===== src/design/tld_defs.vh =====
// Constants for the thermal limit and turn-on delay register bank.
// Assumes a 100 MHz core clock and 16-bit command words.
`ifndef TLD_DEFS_VH
`define TLD_DEFS_VH

// Command codes (register offsets)
`define TLD_CMD_FAULT_RESP   8'h50
`define TLD_CMD_WARN_THR     8'h51
`define TLD_CMD_TURN_ON_WAIT 8'h60

// Reset values
`define TLD_WARN_THR_RST     8'h64
`define TLD_TURN_ON_WAIT_RST 7'h00
`define TLD_RETRY_RST        3'h7
`define TLD_IGNORE_RST       1'b1

// Field positions in the fault response byte
`define TLD_IGNORE_POS       7
`define TLD_RETRY_MSB        5
`define TLD_RETRY_LSB        3
`define TLD_RESTART_FIXED    3'h7

// Warning threshold limits, in degrees
`define TLD_WARN_MIN         11'h064
`define TLD_WARN_MAX         11'h08C
`define TLD_WARN_BELOW_FAULT 11'h019
`define TLD_WARN_RELEASE     11'h014

// Timing
`define TLD_CLK_NS           10
`define TLD_MS_NS            1000000
`define TLD_SHORT_WAIT_NS    50000
// Cycle counts sized to the 17-bit divider, one ms and 50 us at 10 ns
`define TLD_MS_CYCLES        17'h186A0
`define TLD_SHORT_CYCLES     17'h01388

`endif


===== src/design/tld_delay_map.v =====
// Maps the programmed turn-on wait mantissa to one of sixteen supported delays.
// Pure combinational; the caller registers the result.
`timescale 1ns/100ps
module tld_delay_map (
	input  wire [6:0] mantissa,
	output reg  [6:0] delay_ms,
	output reg        short_wait
);

	// Bucket boundaries; a zero mantissa selects the sub-millisecond wait
	always @* begin
		short_wait = 1'b0;
		if (mantissa == 7'h00) begin
			delay_ms   = 7'h00;
			short_wait = 1'b1;
		end else if (mantissa <= 7'h06) begin
			delay_ms = mantissa;
		end else if (mantissa <= 7'h09) begin
			delay_ms = 7'h07;
		end else if (mantissa <= 7'h0C) begin
			delay_ms = 7'h0A;
		end else if (mantissa <= 7'h11) begin
			delay_ms = 7'h0E;
		end else if (mantissa <= 7'h16) begin
			delay_ms = 7'h13;
		end else if (mantissa <= 7'h20) begin
			delay_ms = 7'h1B;
		end else if (mantissa <= 7'h2C) begin
			delay_ms = 7'h25;
		end else if (mantissa <= 7'h3E) begin
			delay_ms = 7'h34;
		end else if (mantissa <= 7'h56) begin
			delay_ms = 7'h48;
		end else begin
			delay_ms = 7'h64;
		end
	end

endmodule // tld_delay_map


===== src/design/tld_regs.v =====
// Thermal limit supervision and turn-on delay register bank.
// Assumes a command port driven by a bus front end on sys_clk, temperature
// samples and fault levels from on-chip logic, and a start pin from outside.
// Function
// - Retry field zero: stay off after thermal fault until faults are cleared.
// - Retry field all ones (default): restart soft-start endlessly until off or other fault.
// - Retry write other than 000/111 rejected, sets CML, invalid data, alert.
// - Only retry bit five goes to nonvolatile memory; restore copies it thrice.
// - Internal thermal faults follow retry but are never ignored; restart after cooling.
// - Temperature above warning threshold sets temperature, warning flags and alert.
// - Warning stays latched until temperature falls twenty degrees below threshold.
// - Warning threshold write at or above fault threshold flags CML, invalid data, alert.
// - Default warning threshold is fault threshold minus 25, at least 100.
// - Warning threshold exponent reads zero; only low eight mantissa bits writable.
// - Warning mantissa defaults to 100, accepts 100 through 140.
// - Turn-on wait sets milliseconds from start to ramp; stored by store-all.
// - Turn-on wait exponent zero, upper mantissa bits zero, low seven writable.
// - Only sixteen turn-on delays exist, selected by mantissa buckets.
// - Mantissa zero gives 50 us, then table buckets up to 100 ms.
// - Ignore-select one: shut down on external fault, restart per retry field.
// - Low three fault response bits read ones: restart after seven ramp times.
`timescale 1ns/100ps
`include "tld_defs.vh"
module tld_regs #(
	parameter [16:0] MS_CYCLES    = `TLD_MS_CYCLES,
	parameter [16:0] SHORT_CYCLES = `TLD_SHORT_CYCLES
) (
	input  wire        sys_clk,
	input  wire        arst_n,
	input  wire        reg_wr,
	input  wire        reg_rd,
	input  wire [7:0]  reg_cmd,
	input  wire [15:0] reg_wdata,
	output reg  [15:0] reg_rdata_r,
	input  wire [10:0] thermal_fault_level,
	input  wire        temp_valid,
	input  wire [10:0] temp_sample,
	input  wire        ext_fault,
	input  wire        int_fault,
	input  wire        die_cool,
	input  wire        clear_faults,
	input  wire        start_pin,
	input  wire [6:0]  ramp_ms,
	input  wire        nvm_restore,
	input  wire        nvm_retry_bit,
	input  wire        nvm_ignore_bit,
	input  wire [6:0]  nvm_wait_mant,
	input  wire        store_all,
	output reg         nvm_store_r,
	output reg         nvm_retry_out_r,
	output reg         nvm_ignore_out_r,
	output reg  [6:0]  nvm_wait_out_r,
	output reg         status_byte_cml_r,
	output reg         status_cml_ivd_r,
	output reg         status_byte_temp_r,
	output reg         status_temp_warn_r,
	output reg         thermal_warn_level_r,
	output reg         smbalert_n_r,
	output reg         ramp_enable_r,
	output reg         fault_latched_r
);

	// State codes, one-hot
	localparam [4:0] ST_OFF   = 5'h01;
	localparam [4:0] ST_WAIT  = 5'h02;
	localparam [4:0] ST_ON    = 5'h04;
	localparam [4:0] ST_RETRY = 5'h08;
	localparam [4:0] ST_HOLD  = 5'h10;

	// Reset release through two flops; async assert, sync release
	reg        rst_s1_r;
	reg        rst_n_r;
	always @(posedge sys_clk or negedge arst_n) begin
		if (!arst_n) begin
			rst_s1_r <= 1'b0;
			rst_n_r  <= 1'b0;
		end else begin
			rst_s1_r <= 1'b1;
			rst_n_r  <= rst_s1_r;
		end
	end

	// Start pin: three flops, a change counts once stages two and three agree
	reg        start_s1_r;
	reg        start_s2_r;
	reg        start_s3_r;
	reg        start_r;
	always @(posedge sys_clk or negedge rst_n_r) begin
		if (!rst_n_r) begin
			start_s1_r <= 1'b0;
			start_s2_r <= 1'b0;
			start_s3_r <= 1'b0;
			start_r    <= 1'b0;
		end else begin
			start_s1_r <= start_pin;
			start_s2_r <= start_s1_r;
			start_s3_r <= start_s2_r;
			if (start_s2_r == start_s3_r) begin
				start_r <= start_s3_r;
			end
		end
	end

	// Configuration storage
	reg  [2:0]  retry_r;
	reg         ignore_r;
	reg  [7:0]  warn_thr_r;
	reg  [6:0]  wait_mant_r;

	// Write decode and validation
	wire        wr_resp   = reg_wr && (reg_cmd == `TLD_CMD_FAULT_RESP);
	wire        wr_warn   = reg_wr && (reg_cmd == `TLD_CMD_WARN_THR);
	wire        wr_wait   = reg_wr && (reg_cmd == `TLD_CMD_TURN_ON_WAIT);
	wire [2:0]  wr_retry  = reg_wdata[`TLD_RETRY_MSB:`TLD_RETRY_LSB];
	wire        retry_ok  = (wr_retry == 3'h0) || (wr_retry == 3'h7);
	wire [10:0] wr_thr    = {3'h0, reg_wdata[7:0]};
	wire        thr_range = (wr_thr >= `TLD_WARN_MIN) && (wr_thr <= `TLD_WARN_MAX);
	wire        thr_order = wr_thr < thermal_fault_level;
	wire        bad_resp  = wr_resp && !retry_ok;
	wire        bad_warn  = wr_warn && !(thr_range && thr_order);
	wire        cmd_error = bad_resp || bad_warn;

	// Default warning threshold derived from the fault threshold, floored
	wire [10:0] fault_less = thermal_fault_level - `TLD_WARN_BELOW_FAULT;
	wire        fault_low  = thermal_fault_level < (`TLD_WARN_MIN + `TLD_WARN_BELOW_FAULT);
	wire [10:0] warn_dflt  = fault_low ? `TLD_WARN_MIN : fault_less;

	// Register updates; restore from memory has priority over a host write
	always @(posedge sys_clk or negedge rst_n_r) begin
		if (!rst_n_r) begin
			retry_r     <= `TLD_RETRY_RST;
			ignore_r    <= `TLD_IGNORE_RST;
			warn_thr_r  <= `TLD_WARN_THR_RST;
			wait_mant_r <= `TLD_TURN_ON_WAIT_RST;
		end else if (nvm_restore) begin
			retry_r     <= {3{nvm_retry_bit}};
			ignore_r    <= nvm_ignore_bit;
			warn_thr_r  <= warn_dflt[7:0];
			wait_mant_r <= nvm_wait_mant;
		end else begin
			if (wr_resp && retry_ok) begin
				retry_r  <= wr_retry;
				ignore_r <= reg_wdata[`TLD_IGNORE_POS];
			end
			if (wr_warn && thr_range && thr_order) begin
				warn_thr_r <= reg_wdata[7:0];
			end
			if (wr_wait) begin
				wait_mant_r <= reg_wdata[6:0];
			end
		end
	end

	// Store-all snapshot; memory keeps one retry bit since all three agree
	always @(posedge sys_clk or negedge rst_n_r) begin
		if (!rst_n_r) begin
			nvm_store_r      <= 1'b0;
			nvm_retry_out_r  <= 1'b1;
			nvm_ignore_out_r <= 1'b1;
			nvm_wait_out_r   <= 7'h00;
		end else begin
			nvm_store_r <= store_all;
			if (store_all) begin
				nvm_retry_out_r  <= retry_r[`TLD_RETRY_MSB - `TLD_RETRY_LSB];
				nvm_ignore_out_r <= ignore_r;
				nvm_wait_out_r   <= wait_mant_r;
			end
		end
	end

	// Read mux, registered; unmapped codes read zero
	reg  [15:0] rd_nxt;
	always @* begin
		case (reg_cmd)
			`TLD_CMD_FAULT_RESP:   rd_nxt = {8'h00, ignore_r, 1'b0, retry_r,
			                                 `TLD_RESTART_FIXED};
			`TLD_CMD_WARN_THR:     rd_nxt = {8'h00, warn_thr_r};
			`TLD_CMD_TURN_ON_WAIT: rd_nxt = {9'h000, wait_mant_r};
			default:               rd_nxt = 16'h0000;
		endcase
	end

	always @(posedge sys_clk or negedge rst_n_r) begin
		if (!rst_n_r) begin
			reg_rdata_r <= 16'h0000;
		end else if (reg_rd) begin
			reg_rdata_r <= rd_nxt;
		end
	end

	// Warning hysteresis, evaluated only on fresh samples
	wire [10:0] thr_wide   = {3'h0, warn_thr_r};
	wire        warn_trip  = temp_sample > thr_wide;
	wire        warn_clear = (temp_sample + `TLD_WARN_RELEASE) <= thr_wide;
	always @(posedge sys_clk or negedge rst_n_r) begin
		if (!rst_n_r) begin
			thermal_warn_level_r <= 1'b0;
		end else if (temp_valid) begin
			if (warn_trip) begin
				thermal_warn_level_r <= 1'b1;
			end else if (warn_clear) begin
				thermal_warn_level_r <= 1'b0;
			end
		end
	end

	// Sticky status; a new event beats a clear in the same cycle
	wire        warn_event = temp_valid && warn_trip;
	always @(posedge sys_clk or negedge rst_n_r) begin
		if (!rst_n_r) begin
			status_byte_cml_r  <= 1'b0;
			status_cml_ivd_r   <= 1'b0;
			status_byte_temp_r <= 1'b0;
			status_temp_warn_r <= 1'b0;
		end else begin
			if (cmd_error) begin
				status_byte_cml_r <= 1'b1;
				status_cml_ivd_r  <= 1'b1;
			end else if (clear_faults) begin
				status_byte_cml_r <= 1'b0;
				status_cml_ivd_r  <= 1'b0;
			end
			// Warning bits cannot clear while the latched level is still up
			if (warn_event) begin
				status_byte_temp_r <= 1'b1;
				status_temp_warn_r <= 1'b1;
			end else if (clear_faults && !thermal_warn_level_r) begin
				status_byte_temp_r <= 1'b0;
				status_temp_warn_r <= 1'b0;
			end
		end
	end

	// Alert follows any pending status, one cycle behind the flags
	always @(posedge sys_clk or negedge rst_n_r) begin
		if (!rst_n_r) begin
			smbalert_n_r <= 1'b1;
		end else begin
			smbalert_n_r <= !(status_byte_cml_r || status_byte_temp_r);
		end
	end

	// Supported delay for the current mantissa
	wire [6:0]  map_ms;
	wire        map_short;
	tld_delay_map u_map (
		.mantissa   (wait_mant_r),
		.delay_ms   (map_ms),
		.short_wait (map_short)
	);

	// Millisecond tick divider, restarted when a wait is loaded
	reg  [16:0] div_r;
	reg         tick_r;
	reg         div_clr;
	always @(posedge sys_clk or negedge rst_n_r) begin
		if (!rst_n_r) begin
			div_r  <= 17'h00000;
			tick_r <= 1'b0;
		end else if (div_clr) begin
			div_r  <= 17'h00000;
			tick_r <= 1'b0;
		end else if (div_r == MS_CYCLES - 17'h00001) begin
			div_r  <= 17'h00000;
			tick_r <= 1'b1;
		end else begin
			div_r  <= div_r + 17'h00001;
			tick_r <= 1'b0;
		end
	end

	// Sequencer
	reg  [4:0]  state_r;
	reg  [4:0]  state_nxt;
	reg  [9:0]  ms_cnt_r;
	reg  [9:0]  ms_cnt_nxt;
	reg         short_r;
	reg         short_nxt;
	reg         int_seen_r;
	reg         int_seen_nxt;

	// Faults that force shutdown; internal ones are never ignored
	wire        ext_trip  = ext_fault && ignore_r;
	wire        any_trip  = ext_trip || int_fault;
	wire        retry_on  = (retry_r == 3'h7);
	wire [9:0]  restart_ms = {3'h0, ramp_ms} * {7'h00, `TLD_RESTART_FIXED};
	wire        wait_done = short_r ? (div_r == SHORT_CYCLES - 17'h00001)
	                                : (tick_r && ms_cnt_r <= 10'h001);

	always @* begin
		state_nxt    = state_r;
		ms_cnt_nxt   = ms_cnt_r;
		short_nxt    = short_r;
		int_seen_nxt = int_seen_r;
		div_clr      = 1'b0;
		if (tick_r && ms_cnt_r != 10'h000) begin
			ms_cnt_nxt = ms_cnt_r - 10'h001;
		end
		case (state_r)
			ST_OFF: begin
				if (start_r) begin
					state_nxt  = ST_WAIT;
					ms_cnt_nxt = {3'h0, map_ms};
					short_nxt  = map_short;
					div_clr    = 1'b1;
				end
			end
			ST_WAIT: begin
				if (!start_r) begin
					state_nxt = ST_OFF;
				end else if (wait_done) begin
					state_nxt = ST_ON;
				end
			end
			ST_ON: begin
				if (!start_r) begin
					state_nxt = ST_OFF;
				end else if (any_trip) begin
					int_seen_nxt = int_fault;
					if (retry_on) begin
						state_nxt  = ST_RETRY;
						ms_cnt_nxt = restart_ms;
						short_nxt  = 1'b0;
						div_clr    = 1'b1;
					end else begin
						state_nxt = ST_HOLD;
					end
				end
			end
			ST_RETRY: begin
				// Internal faults also wait for the die to cool
				if (!start_r) begin
					state_nxt = ST_OFF;
				end else if (ms_cnt_r == 10'h000 && (!int_seen_r || die_cool)) begin
					state_nxt  = ST_WAIT;
					ms_cnt_nxt = {3'h0, map_ms};
					short_nxt  = map_short;
					div_clr    = 1'b1;
				end
			end
			ST_HOLD: begin
				// Latched off; only a clear or a fresh off command frees it
				if (clear_faults || !start_r) begin
					state_nxt = ST_OFF;
				end
			end
			default: begin
				state_nxt = ST_OFF;
			end
		endcase
	end

	always @(posedge sys_clk or negedge rst_n_r) begin
		if (!rst_n_r) begin
			state_r    <= ST_OFF;
			ms_cnt_r   <= 10'h000;
			short_r    <= 1'b0;
			int_seen_r <= 1'b0;
		end else begin
			state_r    <= state_nxt;
			ms_cnt_r   <= ms_cnt_nxt;
			short_r    <= short_nxt;
			int_seen_r <= int_seen_nxt;
		end
	end

	// Outputs from flops, one cycle after the state
	always @(posedge sys_clk or negedge rst_n_r) begin
		if (!rst_n_r) begin
			ramp_enable_r   <= 1'b0;
			fault_latched_r <= 1'b0;
		end else begin
			ramp_enable_r   <= (state_r == ST_ON);
			fault_latched_r <= (state_r == ST_HOLD);
		end
	end

endmodule // tld_regs


===== config.mk =====
export PLATFORM = sky130hd
export DESIGN_NAME = tld_regs
export DESIGN_NICKNAME = d
export VERILOG_FILES = /design/src/design/tld_delay_map.v /design/src/design/tld_regs.v
export VERILOG_INCLUDE_DIRS = /design/src /design/src/design
export SDC_FILE = /design/constraint.sdc
export NUM_CORES = 1
export LEC_CHECK = 0
export BUFFER_PORTS_ARGS = -buffer_cell sky130_fd_sc_hd__buf_2
export CORE_ASPECT_RATIO = 2
export CORE_MARGIN = 2
export CORE_UTILIZATION = 55
export DETAILED_ROUTE_END_ITERATION = 10
export GPL_TIMING_DRIVEN = 0
export PLACE_DENSITY_LB_ADDON = 0.2
export SYNTH_ARGS = -nofsm -noshare
export SYNTH_HDL_FRONTEND = slang
export SYNTH_HIERARCHICAL = 1
export SYNTH_SLANG_ARGS = --single-unit

===== constraint.sdc =====
create_clock -name sys_clk -period 3.6 [get_ports sys_clk]
set_input_delay 0.18 -clock sys_clk [delete_from_list [all_inputs] [get_ports sys_clk]]
set_output_delay 0.18 -clock sys_clk [all_outputs]
set_load 0.02 [all_outputs]

==> Word level (Yosys, flattened, before mapping) <==
Index checks and enable logic that the tools add are counted.
{ "word_totals": {"reg_bits": 92, "latchBits": 0, "ram_bits": 0, "romBits": 0, "inputBits": 74, "out_inout_bits": 34, "wordCells": 178, "memories": 0} }
{ "classes": {"add_sub_neg": 4, "multipliers": 1, "div": 0, "magnitude_cmp": 16, "n_eq_ne": 23, "shifts": 0, "n_mux": 64, "bitwise": 0, "n_reduce_logical": 43} }
{ "op_table": {"columns": ["op", "n"], "rows": [
  ["7-bit two-way mux", 11],
  ["10-bit two-way mux", 7],
  ["5-bit two-way mux", 9],
  ["17-bit two-way mux", 2],
  ["10-bit one-hot mux with 3 select lines", 1],
  ["5-bit one-hot mux with 5 select lines", 1],
  ["8-bit by 7-bit equality test with 1-bit output, second input constant", 3],
  ["1-bit two-way mux", 24],
  ["8-bit two-way mux", 3],
  ["8-bit one-hot mux with 3 select lines", 1],
  ["7-bit by 6-bit less-or-equal comparator with 1-bit output, second input constant", 3],
  ["17-bit by 1-bit adder with 17-bit output, second input constant", 1],
  ["17-bit by 13-bit equality test with 1-bit output, second input constant", 1],
  ["17-bit equality test, second input constant", 1],
  ["1-bit logical AND", 16],
  ["7-bit by 4-bit less-or-equal comparator with 1-bit output, second input constant", 2],
  ["7-bit by 5-bit less-or-equal comparator with 1-bit output, second input constant", 2],
  ["2-bit inequality test, second input constant", 7],
  ["2-bit nonzero test", 6],
  ["11-bit by 5-bit adder with 11-bit output, second input constant", 1],
  ["11-bit by 8-bit greater-than comparator with 1-bit output", 1],
  ["11-bit by 8-bit less-or-equal comparator with 1-bit output", 1],
  ["11-bit by 7-bit less-than comparator with 1-bit output, second input constant", 1],
  ["8-bit by 11-bit less-than comparator with 1-bit output", 1],
  ["other kinds (30)", 45]
]} }

==> Depth between registers and ports, before layout <==
{ "depth": {"depth_word": 14, "mapped_depth": 10, "depth_no_buf": 10} }

==> Hierarchy <==
The synthesis kept the hierarchy.
{ "modules_own_cells": {"columns": ["mod", "instances", "cells_per_inst", "area_each_um2", "seq_area_each_um2"], "rows": [
  ["tld_regs", 1, 594, 5597.9, 2115.8],
  ["tld_delay_map", 1, 44, 284.0, 0.0]
]} }

==> Least setup slack after synthesis <==
No wires, ideal clock.
{ "synth_path": {"kind": "input port to flip-flop", "start": "input port ramp_ms[0]", "end": "register ms_cnt_r[6]", "setup_time_ps": 126, "arrival_time_ps": 2050, "t_required_ps": 3474, "slack_ps": 1423, "cell_stages": 8, "path_buffers": 0, "cell_sequence": "fa_1 > ha_1 > fa_1 > a21o_1 > a21oi_1 > xor2_1 > nor2_1 > a311o_1"} }
{ "synth_via": {"elab_chain_len": 5} }
{ "synth_rtl": {"columns": ["element", "line_no", "text"], "rows": [
  ["from (decl)", "tld_regs.v:43", "input wire [6:0] ramp_ms,"],
  ["7-bit by 3-bit multiplier with 10-bit output", "tld_regs.v:286", "wire [9:0] restart_ms = {3'h0, ramp_ms} * {7'h00, `TLD_RESTART_FIXED};"],
  ["10-bit two-way mux", "tld_regs.v:320", "if (retry_on) begin"],
  ["10-bit two-way mux", "tld_regs.v:318", "end else if (any_trip) begin"],
  ["10-bit two-way mux", "tld_regs.v:316", "if (!start_r) begin"],
  ["10-bit one-hot mux with 3 select lines", "tld_regs.v:299", "case (state_r)"],
  ["net ms_cnt_nxt[6]", "tld_regs.v:276", "reg [9:0] ms_cnt_nxt;"],
  ["to (signal assigned)", "tld_regs.v:361", "ms_cnt_r <= ms_cnt_nxt;"],
  ["to (decl)", "tld_regs.v:275", "reg [9:0] ms_cnt_r;"]
]} }
The timed path passes the listed nets, and every way through them passes these cells.
A chain may end at the register's enable or synchronous reset.

==> Final worst setup path <==
{ "layout_path": {"start": "register wait_mant_r[1]", "end": "register ms_cnt_r[2]"} }
{ "layout_via": {"elab_chain_len": 14, "word_cells_on_any_way": 24, "cone_classes": "9 x order compare; 14 x mux; 1 x reduce/logical"} }
{ "layout_rtl": {"columns": ["element", "line_no", "text"], "rows": [
  ["from (decl)", "tld_regs.v:108", "reg [6:0] wait_mant_r;"],
  ["from (signal assigned)", "tld_regs.v:134", "wait_mant_r <= `TLD_TURN_ON_WAIT_RST;"],
  ["from (signal assigned)", "tld_regs.v:139", "wait_mant_r <= nvm_wait_mant;"],
  ["from (signal assigned)", "tld_regs.v:149", "wait_mant_r <= reg_wdata[6:0];"],
  ["7-bit less-or-equal comparator", "tld_delay_map.v:32", "end else if (mantissa <= 7'h56) begin"],
  ["6-bit two-way mux", "tld_delay_map.v:32", null],
  ["7-bit two-way mux", "tld_delay_map.v:30", "end else if (mantissa <= 7'h3E) begin"],
  ["7-bit two-way mux", "tld_delay_map.v:28", "end else if (mantissa <= 7'h2C) begin"],
  ["7-bit two-way mux", "tld_delay_map.v:26", "end else if (mantissa <= 7'h20) begin"],
  ["7-bit two-way mux", "tld_delay_map.v:24", "end else if (mantissa <= 7'h16) begin"],
  ["7-bit two-way mux", "tld_delay_map.v:22", "end else if (mantissa <= 7'h11) begin"],
  ["7-bit two-way mux", "tld_delay_map.v:20", "end else if (mantissa <= 7'h0C) begin"],
  ["7-bit two-way mux", "tld_delay_map.v:18", "end else if (mantissa <= 7'h09) begin"],
  ["7-bit two-way mux", "tld_delay_map.v:16", "end else if (mantissa <= 7'h06) begin"],
  ["7-bit two-way mux *", "tld_delay_map.v:13", "if (mantissa == 7'h00) begin"],
  ["net map_ms[2]", "tld_regs.v:244", "wire [6:0] map_ms;"],
  ["10-bit two-way mux", "tld_regs.v:334", "end else if (ms_cnt_r == 10'h000 && (!int_seen_r || die_cool)) begin"],
  ["10-bit two-way mux", "tld_regs.v:332", "if (!start_r) begin"],
  ["10-bit one-hot mux with 3 select lines *", "tld_regs.v:299", null],
  ["net ms_cnt_nxt[2]", "tld_regs.v:276", null]
]} }
The timed path passes the listed nets; every way through them passes the cells marked *.

==> flow_metrics.py <==
metrics = {
    "cells_and_area": {
        "nNetsFinal": 864,
        "final_layout_size_suffix_gt1_share_pct": 23.9,
        "area_delta_synth_final_pct": 16.9,
        "final_util_pct": 65.6,
        "n_antenna_cell": 0,
        "fin_area_sq_mm": 0.00687,
    },
    "global_route": {
        "grt_overflow": 0,
        "antenna_found_initial": 0,
        "use_met2_pct": 52.7,
        "gr-max-usage-layer": "met2",
        "grt_first_pass_wirelength_mm": 24.7,
        "use_met3_pct": 3.48,
        "grt_max_degree": 70,
        "grt_usage_pct": 27.0,
        "grt_pass1_vias": 5414,
        "met1_usage_pct": 25.3,
    },
    "clock_network": {
        "cts_max_level": 3,
        "holdBufCountCts": 3,
        "cts_tree": "built",
        "cts_buffer_depth": 2,
        "postCtsSetupBuffers": 0,
        "clkTransAtPathRegs_ps": 70,
        "post_cts_resized": 0,
        "clkLatencyLatePin_ps": 340,
        "cts_sinks": 84,
        "numCtsBuffers": 9,
        "clockRootBuffer": "clkbuf_16",
    },
    "run": {
        "drv_cap": 0,
    },
    "pwr": {
        "p_int_uw": 2040,
        "p_seq_share_pct": 37.7,
        "power.total_uw": 3210,
        "p_clk_share_pct": 28.1,
        "ir_worst_vdd_v": 0.000286,
        "leakage_uw": 0.00325,
        "share_comb_of_total_power_pct": 34.2,
        "p_sw_share_pct": 36.4,
        "powerDensity_mw_per_mm2": 468,
        "p_switching_uw": 1170,
    },
    "floorplan": {
        "ios": 108,
        "fp.dieW_microns": 77.1,
        "dieArea_sq_mm": 0.0116,
        "core-area_sq_mm": 0.0105,
        "start_util_pct": 56.1,
        "rows": 53,
        "die_y_microns": 150,
    },
    "setup_path": {
        "arrival_ps": 2700,
        "r2r_slack_ps": 1110,
        "end_kind": "register",
        "rr_endpoint": "ms_cnt_r[2]",
        "r2r_start": "wait_mant_r[1]",
        "cp-start-kind": "register",
        "critPathMaxFanout": 9,
        "ff2ff_path_depth": 9,
        "required_ps": 3810,
        "critical_path_class": "register to register",
    },
    "yosys": {
        "post_synth_inst_count": 638,
        "ys_seq_elements": 84,
        "ys_warn_count": 6,
        "avgSynthCellArea_sq_um": 9.22,
        "synth_edf_count": 0,
        "ys_seq_area_share_pct": 36.0,
        "yosys_most_used_dff": "dfrtp_1",
        "synth.distinct_cells": 80,
        "synthArstFlopShare_pct": 100,
        "syn_area_sq_mm": 0.00588,
    },
    "detailed_routing": {
        "routed_wl_mm": 15.2,
        "wl_per_cell_microns": 17.0,
        "drc_errors": 0,
        "via_per_inst": 5.86,
        "drt_iter0_drc": 279,
        "vias": 5219,
        "dr.pass1.iters": 5,
        "ant_nets": 0,
    },
    "sta": {
        "grt_setup_unrepaired": "no",
        "max_slew_margin_pct": 46.3,
        "setup_violations": 0,
        "fin_setup_tns_ps": 0,
        "skew_ps": 9.55,
        "setup_ws_ps": 1110,
        "tightest_slew_ps": 803,
        "hold_violations": 0,
        "fin_crit_ps": 2490,
        "slew_viol_final": 0,
        "max_freq_ghz": 0.401,
        "fin_crit_sh_pct": 69.2,
    },
    "place": {
        "post-place-ws_ps": 1150,
        "dpl.hpwl_mm": 12.1,
        "placed_area_sq_mm": 0.00655,
        "gp_congestion": 0.976,
        "portBuffers": 88,
    },
    "outcome": {
        "status": "finished, final reports clean",
    },
    "worst_hold_path": {
        "holdPathStages": 3,
        "hold_path_end": "wait_mant_r[0]",
        "hold_path.class": "input pin to register",
        "min_from": "nvm_wait_mant[0]",
    },
}
[critical path, cell delays in order (launching register included)]
cell and delay (ps):
dfrtp_1 420, buf_6 150, or4_4 510, or2_4 260
a31oi_4 180, a32oi_1 180, nand2_1 120, nand3_1 100
nor4_1 270, o21ai_0 150
[area by class of cell]
cell class	instances	area [sq um]
sequential	84	2120
fill	893	3600
clock inverter	6	53.8
multi-input combinational	483	3420
timing repair buffer	92	498
inverter	45	169
clock buffer	10	239
tap	137	171
buffer	33	208
[sequential cells by signal (all words and copies together), names as in the netlist, 3 cells and up]
signal          flops
retry_r             3
nvm_wait_out_r      7
div_r              17
ms_cnt_r           10
reg_rdata_r         8
warn_thr_r          8
wait_mant_r         7
state_r             5
[synth_stat cells (8+ instances only)]
cell type   n  area [sq um]
buf_4      15           113
nor3_1     19          95.1
xor2_1     16           140
nand2_1    49           184
o211ai_1    8          60.1
xnor2_1    25           219
clkbuf_1   11          41.3
a31oi_1     8          50.1
mux2_2     17           191
o21ai_0    40           200
nand3_1    25           125
a21oi_1    30           150
dfstp_2    11           289
and3_1     11          68.8
ha_1       35           438
nor2_1     58           218
mux2i_1    10           100
nand4_1    12          75.1
inv_1      44           165
dfrtp_1    73          1830
[power by group through the flow]
stage | Sequential, uW | Combinational (uW) | Clock (uW)
after floorplan | 1230 | 754 | 0
final | 1210 | 1100 | 904
after CTS | 1210 | 1090 | 921
after global placement | 1230 | 1030 | 0
after detailed placement | 1230 | 1080 | 0
after global routing | 1230 | 1210 | 956
[cells by family after synthesis]
| kind of cell | count (synthesis) | synth area share [%] |
|---|---|---|
| xor+xnor | 41 | 6.11 |
| fa+ha+maj | 43 | 10.0 |
| flops | 84 | 36.0 |
| mux | 27 | 4.96 |
| other cells | 2 | 0.128 |
| buf+inv | 78 | 6.40 |
| compound gates | 148 | 17.3 |
| simple gates | 215 | 19.2 |
[how the worst max path moves through the flow]
| stage | startpoint | to | slack (ps) | depth (start not counted) |
|---|---|---|---|---|
| final | wait_mant_r[1] | ms_cnt_r[2] | 1110 | 9 |
| after global routing | wait_mant_r[1] | ms_cnt_r[2] | 980 | 9 |
| after detailed placement | ramp_ms[0] | ms_cnt_r[6] | 1150 | 9 |
| after global placement | rst_n_r | div_r[6] | 230 | 0 |
| after CTS | wait_mant_r[1] | ms_cnt_r[1] | 1160 | 9 |
| after floorplan | rst_n_r | div_r[0] | 1110 | 0 |
[metrics by stage]
stage                     hold WS, ps  std cells
final                            42.1        890
after global routing             65.9        890
after CTS                        37.2        890
after detailed placement        -34.5        871
after global placement          -35.0        870
after floorplan                  -116        645
[placed cells by master, fill, tap and decap left out, types with 19 or more instances in the layout]
cell type,instances
o21ai_0,40
a21oi_1,30
dfrtp_1,72
nor2_1,58
xnor2_1,25
ha_1,35
nand3_1,25
nor3_1,19
nand2_1,49
inv_1,44
buf_2,92
[metal layers]
layer  wire [microns]  vias to the layer above
met5                0                        -
met3              534                       59
li1                 -                     2485
met4             1020                        0
met1             5050                     2509
met2             8560                      166
Note: power is estimated with default switching activity, not from simulation.
